===== src/rtl/pin_io_pkg.sv =====
// package: constants for the pin i/o control block
package pin_io_pkg;
  localparam int PIN_COUNT_DEFAULT = 16;
  localparam int FUNC_COUNT_DEFAULT = 4;
  localparam int SYNC_STAGES = 2;
  localparam logic ANALOG_RESET_BIT = 1'b1;
  localparam logic DIR_INPUT_BIT = 1'b1;
  localparam logic DIR_OUTPUT_BIT = 1'b0;
  localparam logic LATCH_RESET_BIT = 1'b0;
  localparam logic PULL_RESET_BIT = 1'b0;
  typedef enum logic [0:0] {
    PORT_NORMAL = 1'b0,
    PORT_TRISTATE = 1'b1
  } port_mode_type;
endpackage


===== src/rtl/pin_route_if.sv =====
// interface: carries per-pin function requests into the arbiter
`timescale 1ns/1ps
`default_nettype none
interface pin_route_if #(
  parameter int FUNCS = 4
);
  logic [FUNCS-1:0] fn_enable;
  logic [FUNCS-1:0] fn_out;
  logic [FUNCS-1:0] fn_oe;
  logic win_out;
  logic win_oe;
  logic win_func;
  modport requester (output fn_enable, output fn_out, output fn_oe,
    input win_out, input win_oe, input win_func);
  modport arbiter (input fn_enable, input fn_out, input fn_oe,
    output win_out, output win_oe, output win_func);
endinterface
`default_nettype wire

===== src/rtl/pin_func_arbiter.sv =====
// module: fixed priority choice among functions sharing one pin
`timescale 1ns/1ps
`default_nettype none
module pin_func_arbiter
  import pin_io_pkg::*;
#(
  parameter int FUNCS = FUNC_COUNT_DEFAULT
)(
  pin_route_if.arbiter route
);
  // refused at elaboration: an arbiter with no functions has nothing to pick
  generate
    if (FUNCS < 1)
    begin : g_bad_size
      $error("pin_func_arbiter: FUNCS must be at least 1");
    end
  endgenerate
  // ----------------------------------------
  // priority pick
  // ----------------------------------------
  // index 0 is the rightmost (lowest), highest priority function
  always_comb
  begin
    route.win_out = 1'b0;
    route.win_oe = 1'b0;
    route.win_func = 1'b0;
    for (int k = FUNCS - 1; k >= 0; k--)
    begin
      if (route.fn_enable[k])
      begin
        route.win_out = route.fn_out[k];
        route.win_oe = route.fn_oe[k];
        route.win_func = 1'b1;
      end
    end
  end
endmodule
`default_nettype wire


===== src/rtl/pin_io_control.sv =====
// module: per-pin analog/digital, direction, pulls and overvoltage tri-state
// Function
// - every analog-capable pin resets to analog
// - analog pins read zero on level and latch
// - writing zero selects digital, re-enables input
// - output driver allowed while analog is selected
// - lowest-indexed (rightmost) enabled function owns the pin
// - independent weak pull-up and pull-down per pin
// - core overvoltage forces all pins high impedance
// - tri-state held while overvoltage indication stays
`timescale 1ns/1ps
`default_nettype none
module pin_io_control
  import pin_io_pkg::*;
#(
  parameter int PINS = PIN_COUNT_DEFAULT,
  parameter int FUNCS = FUNC_COUNT_DEFAULT,
  parameter logic [PINS-1:0] ANALOG_CAPABLE = '1
)(
  input wire logic i_ref_clk,
  input wire logic i_arst_n,
  input wire logic [PINS-1:0] i_analog_select_wdata,
  input wire logic i_analog_select_we,
  input wire logic [PINS-1:0] i_direction_wdata,
  input wire logic i_direction_we,
  input wire logic [PINS-1:0] i_output_latch_wdata,
  input wire logic i_output_latch_we,
  input wire logic [PINS-1:0] i_pullup_enable_wdata,
  input wire logic i_pullup_enable_we,
  input wire logic [PINS-1:0] i_pulldown_enable_wdata,
  input wire logic i_pulldown_enable_we,
  input wire logic [PINS*FUNCS-1:0] i_periph_enable,
  input wire logic [PINS*FUNCS-1:0] i_periph_out,
  input wire logic [PINS*FUNCS-1:0] i_periph_oe,
  input wire logic i_core_overvoltage_detect,
  input wire logic [PINS-1:0] i_pad_in,
  output logic [PINS-1:0] o_pad_out,
  output logic [PINS-1:0] o_pad_oe,
  output logic [PINS-1:0] o_pullup_on,
  output logic [PINS-1:0] o_pulldown_on,
  output logic [PINS-1:0] o_digital_in_enable,
  output logic [PINS-1:0] o_pin_level_rdata,
  output logic [PINS-1:0] o_output_latch_rdata,
  output logic [PINS-1:0] o_analog_select_rdata,
  output logic [PINS-1:0] o_direction_rdata,
  output logic o_tristate_active
);
  generate
    if (PINS < 1 || FUNCS < 1)
    begin : g_bad_size
      $error("pin_io_control: PINS and FUNCS must be at least 1");
    end
  endgenerate
  // ----------------------------------------
  // configuration registers
  // ----------------------------------------
  logic [PINS-1:0] analog_select_q;
  logic [PINS-1:0] direction_q;
  logic [PINS-1:0] output_latch_q;
  logic [PINS-1:0] pullup_enable_q;
  logic [PINS-1:0] pulldown_enable_q;
  always_ff @(posedge i_ref_clk or negedge i_arst_n)
  begin
    if (!i_arst_n)
      analog_select_q <= {PINS{ANALOG_RESET_BIT}};
    else if (i_analog_select_we)
      analog_select_q <= i_analog_select_wdata;
  end
  always_ff @(posedge i_ref_clk or negedge i_arst_n)
  begin
    if (!i_arst_n)
      direction_q <= {PINS{DIR_INPUT_BIT}};
    else if (i_direction_we)
      direction_q <= i_direction_wdata;
  end
  always_ff @(posedge i_ref_clk or negedge i_arst_n)
  begin
    if (!i_arst_n)
      output_latch_q <= {PINS{LATCH_RESET_BIT}};
    else if (i_output_latch_we)
      output_latch_q <= i_output_latch_wdata;
  end
  always_ff @(posedge i_ref_clk or negedge i_arst_n)
  begin
    if (!i_arst_n)
    begin
      pullup_enable_q <= {PINS{PULL_RESET_BIT}};
      pulldown_enable_q <= {PINS{PULL_RESET_BIT}};
    end
    else
    begin
      if (i_pullup_enable_we)
        pullup_enable_q <= i_pullup_enable_wdata;
      if (i_pulldown_enable_we)
        pulldown_enable_q <= i_pulldown_enable_wdata;
    end
  end
  // pins without an analog function can never be analog
  logic [PINS-1:0] analog_eff;
  assign analog_eff = analog_select_q & ANALOG_CAPABLE;
  // ----------------------------------------
  // overvoltage synchroniser
  // ----------------------------------------
  // detector is asynchronous to the core clock; first stage read only by second
  logic ov_meta_q;
  logic ov_sync_q;
  always_ff @(posedge i_ref_clk or negedge i_arst_n)
  begin
    if (!i_arst_n)
    begin
      ov_meta_q <= 1'b0;
      ov_sync_q <= 1'b0;
    end
    else
    begin
      ov_meta_q <= i_core_overvoltage_detect;
      ov_sync_q <= ov_meta_q;
    end
  end
  port_mode_type mode;
  assign mode = ov_sync_q ? PORT_TRISTATE : PORT_NORMAL;
  // ----------------------------------------
  // per-pin routing
  // ----------------------------------------
  // nets, so each pin slice below has exactly one driver
  wire logic [PINS-1:0] pin_out_d;
  wire logic [PINS-1:0] pin_oe_d;
  genvar p;
  generate
    for (p = 0; p < PINS; p++)
    begin : g_pin
      pin_route_if #(.FUNCS(FUNCS)) route ();
      assign route.fn_enable = i_periph_enable[p*FUNCS +: FUNCS];
      assign route.fn_out = i_periph_out[p*FUNCS +: FUNCS];
      assign route.fn_oe = i_periph_oe[p*FUNCS +: FUNCS];
      pin_func_arbiter #(.FUNCS(FUNCS)) u_arb (
        .route(route.arbiter)
      );
      logic sel_out;
      logic sel_oe;
      always_comb
      begin
        if (mode == PORT_TRISTATE)
        begin
          sel_out = 1'b0;
          sel_oe = 1'b0;
        end
        else if (route.win_func)
        begin
          sel_out = route.win_out;
          sel_oe = route.win_oe;
        end
        else
        begin
          // analog select does not block the driver
          sel_out = output_latch_q[p];
          sel_oe = (direction_q[p] == DIR_OUTPUT_BIT);
        end
      end
      assign pin_out_d[p] = sel_out;
      assign pin_oe_d[p] = sel_oe;
    end
  endgenerate
  // ----------------------------------------
  // registered outputs
  // ----------------------------------------
  always_ff @(posedge i_ref_clk or negedge i_arst_n)
  begin
    if (!i_arst_n)
    begin
      o_pad_out <= '0;
      o_pad_oe <= '0;
      o_tristate_active <= 1'b0;
    end
    else
    begin
      o_pad_out <= pin_out_d;
      o_pad_oe <= pin_oe_d;
      o_tristate_active <= ov_sync_q;
    end
  end
  // pulls are switched off with the rest of the pad in tri-state
  always_ff @(posedge i_ref_clk or negedge i_arst_n)
  begin
    if (!i_arst_n)
    begin
      o_pullup_on <= '0;
      o_pulldown_on <= '0;
    end
    else
    begin
      o_pullup_on <= ov_sync_q ? '0 : pullup_enable_q;
      o_pulldown_on <= ov_sync_q ? '0 : pulldown_enable_q;
    end
  end
  // pad input is treated as synchronous here
  always_ff @(posedge i_ref_clk or negedge i_arst_n)
  begin
    if (!i_arst_n)
    begin
      o_digital_in_enable <= '0;
      o_pin_level_rdata <= '0;
      o_output_latch_rdata <= '0;
    end
    else
    begin
      o_digital_in_enable <= ~analog_eff;
      o_pin_level_rdata <= i_pad_in & ~analog_eff;
      o_output_latch_rdata <= output_latch_q & ~analog_eff;
    end
  end
  always_ff @(posedge i_ref_clk or negedge i_arst_n)
  begin
    if (!i_arst_n)
    begin
      o_analog_select_rdata <= {PINS{ANALOG_RESET_BIT}};
      o_direction_rdata <= {PINS{DIR_INPUT_BIT}};
    end
    else
    begin
      o_analog_select_rdata <= analog_select_q;
      o_direction_rdata <= direction_q;
    end
  end
endmodule
`default_nettype wire


===== config.mk =====
export PLATFORM = sky130hd
export DESIGN_NAME = pin_io_control
export DESIGN_NICKNAME = d
export VERILOG_FILES = /design/src/rtl/pin_io_pkg.sv /design/src/rtl/pin_route_if.sv /design/src/rtl/pin_func_arbiter.sv /design/src/rtl/pin_io_control.sv
export SDC_FILE = /design/constraint.sdc
export NUM_CORES = 1
export LEC_CHECK = 0
export ABC_AREA = 0
export BUFFER_PORTS_ARGS = -buffer_cell sky130_fd_sc_hd__buf_2
export CORE_AREA = 3 3 172 174
export DETAILED_ROUTE_END_ITERATION = 12
export DIE_AREA = 0 0 175 177
export HOLD_SLACK_MARGIN = 0.08
export SYNTH_ARGS = -nofsm -noshare
export SYNTH_HDL_FRONTEND = slang
export SYNTH_HIERARCHICAL = 1
export SYNTH_SLANG_ARGS = --single-unit
export TNS_END_PERCENT = 30

===== constraint.sdc =====
create_clock -name i_ref_clk -period 2.62 [get_ports i_ref_clk]
set_input_delay 0.262 -clock i_ref_clk [delete_from_list [all_inputs] [get_ports i_ref_clk]]
set_output_delay 0.262 -clock i_ref_clk [all_outputs]
set_load 0.1 [all_outputs]

Word level (Yosys, flattened, before mapping)
Cells that the tools add are included.

word-level totals
  register bits after elaboration = 227
  bits in latches = 0
  bits in writable memories = 0
  bits in read-only memories = 0
  input port bits = 296
  output and inout bits = 145
  word-level logic and storage cells = 295
  memories kept = 0

cells by class
  add/subtract/negate cells = 0
  multiply operators = 0
  div/mod/pow operators = 0
  $lt $le $gt $ge = 0
  eq/ne operators = 0
  shifts and indexed selects = 0
  muxes and demuxes = 259
  bitwise logic cells = 19
  reduce and logical (&&, ||, !) cells = 0

operators by type and width
  operator            number
  2-to-1 mux 1 bit    257
  bitwise AND 16 bit  2
  2-to-1 mux 16 bit   2
  NOT 1 bit           16
  NOT 16 bit          1

Longest topological paths before layout
Gate-level depths: netlist of the first run.

  depth after elaboration = 6
  mapped depth = 4

By module
Netlist of the first run, hierarchy kept.

by module, submodules not included
  module            times used  cells an instance  area each (µm²)  sequential area each (µm²)
  pin_io_control    1           501                7866.3           5760.5
  pin_func_arbiter  16          11                 78.8             0.0

Worst setup path after synthesis of the first run
Ideal clock, no wire load.

  path kind = input to register
  start point = input port i_periph_enable[43]
  end point = register o_pad_oe[10]
  arrival = 1236 ps
  required time = 2543 ps
  slack = 1307 ps
  stages = 3
  buffers on the path = 0
  cell sequence = or4_1 > or2_2 > a21oi_1

between the ends
  word-level cells in the longest chain between the ends = 6
  elaborated cells on any way between the ends = 10

RTL lines
  what                            RTL line                text
  from (decl)                     pin_io_control.sv:32    input wire logic [PINS*FUNCS-1:0] i_periph_enable,
  2-to-1 mux 1 bit (4 in series)  pin_func_arbiter.sv:29  if (route.fn_enable[k])
  2-to-1 mux 1 bit (*)            pin_io_control.sv:148   else if (route.win_func)
  2-to-1 mux 1 bit (*)            pin_io_control.sv:143   if (mode == PORT_TRISTATE)
  via g_pin[10].sel_oe            pin_io_control.sv:140   logic sel_oe;
  to (signal assigned)            pin_io_control.sv:178   o_pad_oe <= pin_oe_d;
  to (decl)                       pin_io_control.sv:38    output logic [PINS-1:0] o_pad_oe,

The timed path passes the listed nets; every way through them passes the cells marked *.
A chain may end at the register's enable or synchronous reset.

Final worst setup path of the first run
  start point = register o_direction_rdata[14]
  end point = output port o_direction_rdata[14]

RTL lines
  what                    RTL line               text
  from (decl)             pin_io_control.sv:45   output logic [PINS-1:0] o_direction_rdata,
  from (signal assigned)  pin_io_control.sv:217  o_direction_rdata <= {PINS{DIR_INPUT_BIT}};
  from (signal assigned)  pin_io_control.sv:222  o_direction_rdata <= direction_q;

No word-level cell between the ends.

==> impl_summary.md, run 1 <==
Timing
The peak clock frequency supported by timing is 0.575 GHz. The headroom to the max-slew limit is between 40% and 50%. The share of the cycle needed by the critical path after routing is between 60 and 70%. After layout, the minimum clock period comes to 1.74 ns. The count of final setup violators is 0. Across the routed clock network, the largest skew measured is 0.00481 ns. Adding up every negative setup slack in the final design gives 0 ns. The number of pins with negative max-slew slack in the final report came to 0. The post-route worst hold slack is 0.112 ns.

Setup repair after global routing left no endpoint under its margin. The transition time at the pin with the least slew margin is between 0.7 and 0.8 ns. The count of endpoints failing hold in the final timing report is 0.

Detailed routing
The number of nets with antenna violations after detailed routing is 0. The iteration count of the initial detailed-routing pass is 7. The residual DRC count is 0. For this block, the initial DRC count from the detailed router was 214. After detailed routing, the average wire length per cell comes to ~17 um. For this block, the routed nets add up to roughly 28,000 um of wire. In the routed layout, each cell is associated on average with a via count of approximately 4.5.

The routed layout has 7,394 vias.

Yosys
The summed instance area of the synthesized netlist is 9130 sq um. The number of standard cells after synthesis is between 600 and 700. The number of warnings issued by yosys is 6. Counting distinct cell types in the post-synthesis netlist gives 21.

The share of synthesized area occupied by flip-flops and latches is 63.1%. The synthesized area per cell is 13.5 sq um. After synthesis the netlist holds a flip-flop and latch count of ~230. The number of nets handed over by synthesis was around 1,000.

Run status
The flow ran to the end, and the final reports show no timing, DRC or antenna violations.

Final layout
The number of nets in the layout is approximately 1,500. In the final layout, flip-flops and latches occupy roughly 5800 sq um. The number of filler cells placed in the layout is ~2,600. The final non-filler cell total is 1,632. In the layout the commonest cells are sky130_fd_sc_hd__buf_2 (439), sky130_fd_sc_hd__dfrtp_1 (162), sky130_fd_sc_hd__dlygate4sd3_1 (102). The area added between synthesis and finish is 49.3%.

Cells fill around 50% of the core in the end. Of the cells placed in the final design, the portion with a size suffix greater than 1 is between 50 and 60%. Leaving out fill and tap cells, the most frequent cell in the layout is sky130_fd_sc_hd__buf_2. The multi-input combinational cells in the finished layout cover a total of approximately 3100 sq um.

Run
The number of maximum-capacitance constraint violations is 0.

Power
Power spread over the standard cell area amounts to between 700 and 800 nW/um^2. The sequential group share of total power is between 30% and 40%. The cell leakage power is 6.68 nW.

Of the total power, the share spent switching nets is between 30% and 40%. The internal portion of the total power is between 6 and 7 mW. Per report_power, the clock group accounts for 35.4% of the total. The largest voltage drop on the vdd net is approximately 0.6 mV. In this run the power spent charging and discharging nets is 3.49 mW.

In this run, the combinational gates consume 25.4% of the power.

Critical path
The maximum net fanout on the critical path is 1. The worst setup path is captured at a primary output. The capture point of the worst path is o_direction_rdata[14]. The worst setup path is of the reg2out kind. The critical path goes through buf_2. Grouping stages by cell kind, the critical path spends the most delay in flip-flops.

The worst register-to-register path ends at o_pullup_on[0]. Data on the critical path arrives at its endpoint at roughly 1.5 ns. The worst endpoint required time is about 2.4 ns. The worst setup path is launched from a register. For this design, the slowest cell found on the critical path is sky130_fd_sc_hd__dfstp_2. Setup slack on the worst reg-to-reg path comes out at ~1.4 ns. Tracing the worst setup path back leads to its startpoint at o_direction_rdata[14].

The worst-case reg-to-reg path depth is 2. The instance count on the critical path is 1. The number of buffers and inverters on the critical path is 1. The largest stage delay on the critical path is about 0.52 ns. The beginning of the worst register-to-register path is ov_sync_q.

CTS
The clock latency of the later-clocked register in the worst-skew pair is between 0.5 and 0.6 ns. The maximum count of clock buffers along a single path is 3. The clock root buffer is sky130_fd_sc_hd__clkbuf_16. TritonCTS built the clock tree. After clock tree synthesis, the flow added hold-fix buffers numbering around 100. The clock-pin transition on the worst setup and hold timing paths is 0.06 ns.

The number of gates given a new drive strength after cts is 0. In this run, CTS created clock tree buffers numbering 25. In this run the number of H-tree levels came out at 1.

The count of clock tree sinks is between 200 and 250. The number of setup buffers added after CTS is 0.

Min path
The worst min-delay path class is in2reg. In this run the most critical hold path is launched from i_periph_oe[28]. Along the worst hold path, the cell count comes to 5.

Floorplanning
The initial standard-cell utilization of the core is approximately a third. The floorplan has 61 rows. 441 I/O pins were placed.

The full die area is just over 30,000 sq um. The die extent in x is 175 um. The die is between 150 and 200 um tall.

The core region is between 20,000 and 30,000 sq um.

Global routing
The number of antenna violations at the first check in global routing was 2. The first global-routing pass estimated roughly 43,000 um of wire. The maximum number of pins on one net before global-route repair is 66. For this run, the total global-route usage over all layers was measured as ~18%. The via count of the first global-routing pass is a little under 8,000. The total overflow left after global routing is 0.

Placed design
The placed cell count is 1,484. The final weighted congestion of routability-driven global placement is 0.870. Port buffering added between 400 and 500 buffers.

The half-perimeter wire length of the detailed placement result is roughly 21,000 um.
==> worst register-to-register path, delay by kind of cell (launching register included) <==
| kind | cells | cell delay, ns |
|---|---|---|
| flops | 1 | 0.70 |
| buf+inv | 1 | 0.30 |
| simple gates | 1 | 0.12 |
==> flip-flops by register name, summed over array words and instances, names as in the netlist <==
register	count
analog_eff	16
direction_q	16
o_analog_select_rdata	16
o_digital_in_enable	16
o_direction_rdata	16
o_output_latch_rdata	16
o_pad_oe	16
o_pad_out	16
o_pin_level_rdata	16
o_pulldown_on	16
o_pullup_on	16
output_latch_q	16
pulldown_enable_q	16
pullup_enable_q	16
o_tristate_active	1
ov_meta_q	1
ov_sync_q	1
==> power by group through the flow <==
stage	clock network, mW	registers (mW)	logic, mW
2_1_floorplan	0	5.51	0.424
3_3_place_gp	0	4.10	2.51
3_5_place_dp	0	4.11	2.52
4_1_cts	3.79	4.06	2.65
5_1_grt	3.92	4.09	2.76
6_report	3.67	4.05	2.63
==> final cells by class <==
cell class / instances / area share (%)
clock buffers: 38 / 5.61
clock inverters: 7 / 0.826
inverters: 32 / 0.881
multi-input cells: 400 / 22.5
well taps: 378 / 3.47
diodes: 1 / 0.0184
flip-flops and latches: 227 / 42.3
repair buffers: 549 / 24.4
==> layer usage <==
layer / GRT usage, % / wire [um] / vias up
met2: 31.6 / 14300 / 310
met1: 20.8 / 10900 / 3544
met5: 0 / 13 / -
met3: 4.78 / 2240 / 40
li1: - / - / 3498
met4: 4.26 / 739 / 2
==> cell families after synthesis <==
kind of cell	share of synthesized area (%)
buf+inv	3.22
simple gates	15.1
compound gates	7.24
mux	11.3
flops	63.1
==> synthesized netlist by cell type, drive strengths merged <==
master / count / share of area, %
dfstp: 64 / 18
mux2i: 16 / 1.8
buf: 17 / 1.9
nor2b: 80 / 5.5
dfrtp: 163 / 45
nand3b: 32 / 2.6
a211oi: 48 / 3.9
inv: 32 / 1.3
nor2: 16 / 0.66
clkbuf: 1 / 0.041
o21ai: 16 / 0.88
or4: 16 / 1.3
a21oi: 16 / 0.88
a221oi: 16 / 1.5
nor3b: 32 / 2.6
nand2: 32 / 1.3
or2: 16 / 1.1
mux2: 64 / 9.5
==> how the worst min path moves through the flow <==
stage	end
floorplan	o_digital_in_enable[0]
global placement	o_pad_oe[8]
detailed placement	o_pad_oe[8]
CTS	o_pad_oe[13]
global route	o_pad_oe[4]
finish	o_pad_oe[7]
==> metrics by stage <==
| step | instance area (sq um) | worst slack (ns) | power [mW] |
|---|---|---|---|
| 4_1_cts | 13600 | 0.838 | 10.5 |
| 2_1_floorplan | 9130 | 1.31 | 5.93 |
| 6_report | 13600 | 0.881 | 10.3 |
| 5_1_grt | 13600 | 0.843 | 10.8 |
| 3_5_place_dp | 11700 | 1.11 | 6.63 |
| 3_3_place_gp | 11700 | 1.12 | 6.61 |
Note: power is estimated with default switching activity, not from simulation.
==> run 2, diff against run 1 <==
- clock period: 2.62 -> 1.4 ns (I/O delays scaled with it)
==> impl_summary.md, run 2 (same netlist as run 1, synthesis figures left out) <==
Run status
The flow ran to the end, but the final reports show violations. The checks that failed: negative setup slack.

Timing
The clock tree skew after final layout is 0.00969 ns. The peak clock frequency supported by timing is a little over 0.7 GHz. Setup violations remaining at the end of the flow were counted as 3.

After layout, the minimum clock period comes to 1.42 ns. The count of endpoints failing hold in the final timing report is 0. The share of the cycle needed by the critical path after routing is 101%. For the pin with the worst max-slew slack, the measured transition is slightly below 0.5 ns. The worst path setup slack after routing is -0.0176 ns. The number of pins with negative max-slew slack in the final report came to 0. Setup repair after global routing could not meet its margin everywhere. The headroom to the max-slew limit is 67.1%.

Detailed routing
The violation count after the first detailed-routing iteration is around 320. The number of vias per cell is 4.67. The mean routed wirelength per cell is ~19 um.

The pre-antenna-repair detailed-routing pass consisted of 5 iterations. The count of nets left with antenna violations once routing finished came out at 0. After detailed routing, the total wire length is 34,000 um. In the routed design, unresolved DRC markers number 0.

Across all layers, the routed design uses around 8,500 vias.

Critical path
The maximum net fanout on the critical path is 3. In this run the critical register-to-register path is launched from pullup_enable_q[13]. The worst-case register-to-register setup slack is about 0.07 ns. The most frequent cell on the critical path is sky130_fd_sc_hd__dlygate4sd3_1. Counting both buffers and inverters, the worst setup path holds a total of 3. For this design, the slowest cell found on the critical path is sky130_fd_sc_hd__dlygate4sd3_1. The setup path with the least slack is of type in2reg. The capture point of the worst path is o_pad_out[3]. The category of cells accounting for the largest share of critical-path delay is buffers and inverters. Traced cell by cell, the critical path runs through dlygate4sd3_1, buf_2, nand3b_1, dlygate4sd3_1, a211oi_2, mux2i_1, nor2_1. The largest stage delay on the critical path is ~0.6 ns. Data on the critical path is required at its endpoint by 1.87 ns. For the worst setup path, the data arrival time is roughly 1.9 ns. The critical path crosses 7 cells after its start point. STA classifies the critical path startpoint as an input port.

The worst-case reg-to-reg path depth is 2. The origin of the worst setup path is i_periph_enable[15]. The worst flop-to-flop path endpoint is pullup_enable_q[13]. STA classifies the critical path endpoint as a register.

Global routing
The via count of the first global-routing pass came to around 9,400. The wire length of the first global-routing pass is slightly above 50,000 um. The overall fraction of global-route tracks in use is 20.7%. After global routing the overflow that remains totals 0. The number of antenna violations at the first check in global routing came to 5.

Entering global routing, the biggest net connects 47 pins.

CTS
The tree built by TritonCTS fans out to 227 sinks. The clock-pin transition on the worst setup and hold timing paths is roughly 0.060 ns. For the worst-skew pair, the clock arrives at the later sink with an insertion delay of 0.54 ns. TritonCTS created 27 clock buffers. The clock root buffer is sky130_fd_sc_hd__clkbuf_16. The TritonCTS clock tree is done. The number of H-tree branching levels is 1. No sink is reached through more buffers than the 3 on the longest clock path.

Power
The internal power of the cells totals around 14 mW. The cell leakage power is between 7 and 8 nW. The power density of the placed cells is between 1000 and 1500 nW/um^2. The worst-case IR drop observed on VDD is ~0.99 mV. The net switching power is 6.95 mW. The sequential group share of total power is approximately 37%. The overall power consumption is roughly 21 mW. The clock network is responsible for about 35% of the overall power. The share of total power consumed by net switching is roughly a third. Combinational cells account for 28.7% of the total power.

Floorplanning
The number of top-level pins is around 440. The initial standard-cell utilization of the core is between 30% and 40%. The floorplan step defined a core boundary enclosing 27,900 sq um. The row count is roughly 60.

From left edge to right edge, the die measures 175 um. The full die area is 31,000 sq um. The vertical die dimension is ~180 um.

Final layout
The number of nets in the layout is roughly 1,700. The library cell used most frequently in the layout, excluding fill and tap cells, is sky130_fd_sc_hd__buf_2. From synthesis to final layout, the design area changed by 79.3%.

The number of filler cells placed in the layout is roughly 2,200. In the layout the commonest cells are sky130_fd_sc_hd__buf_2 (290), sky130_fd_sc_hd__dlygate4sd3_1 (247), sky130_fd_sc_hd__dfrtp_1 (162). The final non-filler cell total is about 1,800.

The post-route netlist has between 40% and 50% of its cells at a drive strength greater than 1.

Min path
In this run the most critical hold path is launched from i_periph_enable[30]. The worst min-delay path class is in2reg.

Placed design
The final weighted congestion of routability-driven global placement is around 0.85. The half-perimeter wire length of the detailed placement result is 22,000 um. The count of buffers added on input and output ports is 440. The placed cell count is 1,508.

Run
The number of maximum-capacitance constraint violations is 0.
## run 2: cell types whose count changed in the layout (fill, tap and decap cells not counted), moves of 4 or more
cell                             before  now
sky130_fd_sc_hd__a221oi_2             0    6
sky130_fd_sc_hd__dlygate4sd3_1      102  247
sky130_fd_sc_hd__or4_4                0    9
sky130_fd_sc_hd__clkbuf_1             4    8
sky130_fd_sc_hd__a221oi_1            16   10
sky130_fd_sc_hd__buf_12               3   42
sky130_fd_sc_hd__buf_4                4  134
sky130_fd_sc_hd__a211oi_2             0   11
sky130_fd_sc_hd__dlymetal6s4s_1       0    4
sky130_fd_sc_hd__or4_1               16    7
sky130_fd_sc_hd__buf_2              439  290
sky130_fd_sc_hd__a211oi_1            48   37
## run 2: per-layer routing
layer | vias up | wire (um) | track usage (%)
met2 | 396 | 17500 | 38.1
met3 | 110 | 2690 | 6.18
met4 | 4 | 1590 | 7.98
li1 | 3856 | - | -
met1 | 4090 | 12200 | 22.5
met5 | - | 23 | 0
## run 2: worst min-delay path, stage by stage
cell	delay (ns)
sky130_fd_sc_hd__buf_2	0.12
sky130_fd_sc_hd__nand3b_1	0.11
sky130_fd_sc_hd__a221oi_1	0.06
sky130_fd_sc_hd__nand2_1	0.07
sky130_fd_sc_hd__a21oi_1	0.05
## run 2: worst min path at each step
stage	endpoint	depth (start not counted)	slack, ns
floorplan	o_digital_in_enable[0]	0	-0.16
global placement	o_pad_oe[8]	1	0.09
detailed placement	o_pad_oe[6]	1	0.09
CTS	o_pad_oe[10]	4	0.08
global route	o_pad_oe[5]	5	0.09
finish	o_pad_oe[7]	5	0.07
## run 2: final cells by class
cell class | count | area, sq um | area share (%)
Antenna cell | 3 | 7.51 | 0.0459
Timing Repair Buffer | 721 | 5870 | 35.9
Clock buffer | 41 | 788 | 4.82
Multi-Input combinational cell | 400 | 3210 | 19.6
Sequential cell | 227 | 5760 | 35.2
Tap cell | 378 | 473 | 2.89
Inverter | 32 | 120 | 0.734
Clock inverter | 9 | 138 | 0.841
## run 2: metrics by stage
step | area [sq um] | util [%] | worst slack [ns] | hold slack, ns | setup TNS (ns)
6_report | 16400 | 58.6 | -0.0176 | 0.0654 | -0.0210
3_5_place_dp | 12300 | 44.1 | 0.0182 | 0.0922 | 0
4_1_cts | 16200 | 57.9 | -0.0457 | 0.0805 | -0.677
3_3_place_gp | 12300 | 44.1 | 0.0535 | 0.0943 | 0
2_1_floorplan | 9130 | - | 0.209 | -0.156 | 0
5_1_grt | 16400 | 58.6 | -0.0482 | 0.0925 | -0.971
## run 2: timing repair
| action | in CTS | in global routing |
|---|---|---|
| setup buffers | 0 | 0 |
| setup endpoints to repair | 143 | 58 |
| endpoints found under the hold margin | 335 | 12 |
| resized for setup | 156 | 37 |
| hold buffers | 248 | 20 |
| pin swaps | 0 | 9 |
## run 2: power groups by stage
stage                     Clock [mW]  Combinational [mW]  Sequential [mW]
after floorplan                    0               0.794             10.3
after global placement             0                4.97             7.70
after detailed placement           0                5.00             7.72
after CTS                       7.38                5.88             7.66
after global routing            7.64                6.21             7.72
final                           7.17                5.97             7.65
==> run 3, diff against run 2 <==
- CTS_CLUSTER_SIZE: not set -> 10
- PLACE_DENSITY: not set -> 0.59
- clock period: 1.4 -> 1.7 ns (I/O delays scaled with it)
==> impl_summary.md, run 3 (same netlist as run 1, synthesis figures left out) <==
Critical path
The worst endpoint required time is 1.53 ns. The setup path with the least slack is of type reg2out. Counting cells, the worst reg-to-reg path comes to 2. STA classifies the critical path startpoint as a register. Among all stages on the critical path, the largest delay is contributed by sky130_fd_sc_hd__dfstp_2. The worst-case register-to-register setup slack is 0.35 ns.

The kind of end point of the critical path is a primary output. The startpoint identified for the worst register-to-register timing path is output_latch_q[15]. Grouping stages by cell kind, the critical path spends the most delay in flip-flops.

On the worst path, the slowest cell contributes a delay of roughly 0.52 ns. Together, buffers and inverters on the worst path number 1. The maximum net fanout on the critical path is 1. Data arrives at the worst endpoint at about 1.5 ns.

The critical path goes through buf_2. The worst flop-to-flop path endpoint is output_latch_q[15].

Placed design
The final weighted congestion of routability-driven global placement is between 0.8 and 0.9. The count of buffers from port buffering is 440. Summing all placed instances gives a cell area of roughly 12,000 sq um. The half-perimeter wire length of the detailed placement result is roughly 21,000 um.

Detailed routing
The residual DRC count is 0. The iteration count of the initial detailed-routing pass is 4. Once detail routing completed, the nets flagged for antenna violations numbered 0.

The mean routed wirelength per cell is between 15 and 20 um. The final wirelength is roughly 28,000 um. The via count is around 7,700. Dividing the detail-routed via count by the number of cells gives around 4.6. The violation count after the first detailed-routing iteration is roughly 280.

Floorplanning
The core region is between 20,000 and 30,000 sq um. The vertical die dimension is approximately 180 um. The row count is 61.

The die covers just over 30,000 sq um. Once the floorplan was initialized, standard cells occupied ~33% of the core. The die extent in x is about 180 um. about 440 I/O pins were placed.

Final layout
The number of antenna diodes is 0. In the layout the commonest cells are sky130_fd_sc_hd__buf_2 (439), sky130_fd_sc_hd__dfrtp_1 (162), sky130_fd_sc_hd__dlygate4sd3_1 (142). The ratio of cells with drive above 1 in the final layout is between 40% and 50%. Leaving out fill and tap cells, the most frequent cell in the layout is sky130_fd_sc_hd__buf_2. Compared with the post-synthesis result, the final layout area differs by 54.0%.

The post-route standard cell area excluding fillers is about 14,000 sq um. In the final design database the tool counted between 1,500 and 2,000 nets. The multi-input combinational cells in the finished layout cover a total of 3070 sq um.

The number of filler cells placed in the layout is 2,506. The area of all sequential standard cells is ~5800 sq um.

Min path
The path class of the tightest hold or removal check is in2reg. The startpoint of the most critical hold path is i_periph_out[7]. The worst hold path endpoint is o_pad_out[1].

The depth of the worst hold-timing path is 5.

Timing
The transition time at the pin with the least slew margin is 0.687 ns. The clock tree skew after final layout is 0.0131 ns. The final critical-path required period is around 1.6 ns. The final total negative setup slack is 0 ns. The worst pin sits at a relative slew slack of between 50% and 60%.

The number of pins with negative max-slew slack in the final report was 0. Setup repair after global routing left no endpoint under its margin. Based on the critical path, the design can be clocked at up to 0.611 GHz.

The count of final setup violators is 0. After layout, the worst path uses 96.3% of the clock period. The count of endpoints failing hold in the final timing report is 0.

Power
The largest voltage drop on the vdd net is between 0.7 and 0.8 mV. For this design the static power due to leakage is between 6 and 7 nW. For this design the ratio of total power to cell area is 1100 nW/um^2.

Run
Max-cap violations in this run came to 0.

Global routing
Entering global routing, the biggest net connects a little over 60 pins. The number of antenna violations at the first check in global routing was 0. The residual overflow from global routing is 0.

The via count of the first global-routing pass was approximately 8,200. The overall fraction of global-route tracks in use is between 10% and 20%. The wire length of the first global-routing pass is roughly 44,000 um.

CTS
The clock latency of the later-clocked register in the worst-skew pair is 0.52 ns. The tree built by TritonCTS fans out to approximately 230 sinks. The clock-pin transition on the worst setup and hold timing paths is roughly 0.05 ns. TritonCTS built the clock tree. The maximum count of clock buffers along a single path is 3. The clock root buffer is sky130_fd_sc_hd__clkbuf_16. The number of buffers inserted during clock tree synthesis is 27.

The number of H-tree branching levels is 1.

Run status
The flow ran to the end, and the final reports show no timing, DRC or antenna violations.
[run 3: worst max path at each step]
stage / start / to / cells past startpoint
6_report: o_analog_select_rdata[15] / o_analog_select_rdata[15] / 1
5_1_grt: o_analog_select_rdata[15] / o_analog_select_rdata[15] / 1
4_1_cts: o_analog_select_rdata[9] / o_analog_select_rdata[9] / 1
3_5_place_dp: i_periph_enable[19] / o_pad_oe[4] / 4
3_3_place_gp: i_periph_enable[19] / o_pad_oe[4] / 4
2_1_floorplan: i_periph_enable[43] / o_pad_oe[10] / 3
[run 3: report_power, final]
group | total [mW] | internal [mW] | leakage, nW | switching, mW
logic | 4.19 | 1.14 | 3.80 | 3.05
clock network | 5.09 | 3.04 | 0.375 | 2.05
registers | 6.24 | 6.00 | 2.67 | 0.236
total | 15.5 | 10.2 | 6.85 | 5.33
[run 3: area by class of cell]
cell class,count,share of cell area (%)
repair buffers,598,27.4
clock inverters,1,0.0356
flip-flops and latches,227,41.0
well taps,378,3.36
inverters,32,0.855
clock buffers,44,5.47
multi-input cells,400,21.9
[run 3: what timing repair did]
action | in CTS | in global routing
hold buffers | 142 | 0
endpoints found under the hold margin | 295 | 0
resized for setup | 0 | 0
buffers inserted | 0 | 0
[run 3: layer usage]
metal,GRT usage (%),part of all wire [%],vias up,routed length [um]
li1,-,-,3598,-
met1,20.6,39,3691,11100
met2,31.8,50,314,14100
met3,5.08,8.2,61,2320
met4,5.22,2.9,0,811
met5,0,0,-,0
[run 3: stage by stage]
step                instances  hold slack [ns]  setup WS (ns)  power (mW)  util (%)
finish                   1680            0.111         0.0635        15.5      50.3
global route             1680            0.115         0.0137        16.2      50.3
floorplan                 677           -0.126          0.479        9.14         -
detailed placement       1493            0.160          0.273        10.2      42.5
global placement         1493            0.149          0.320        10.2      42.5
CTS                      1680           0.0829         0.0238        15.7      50.3
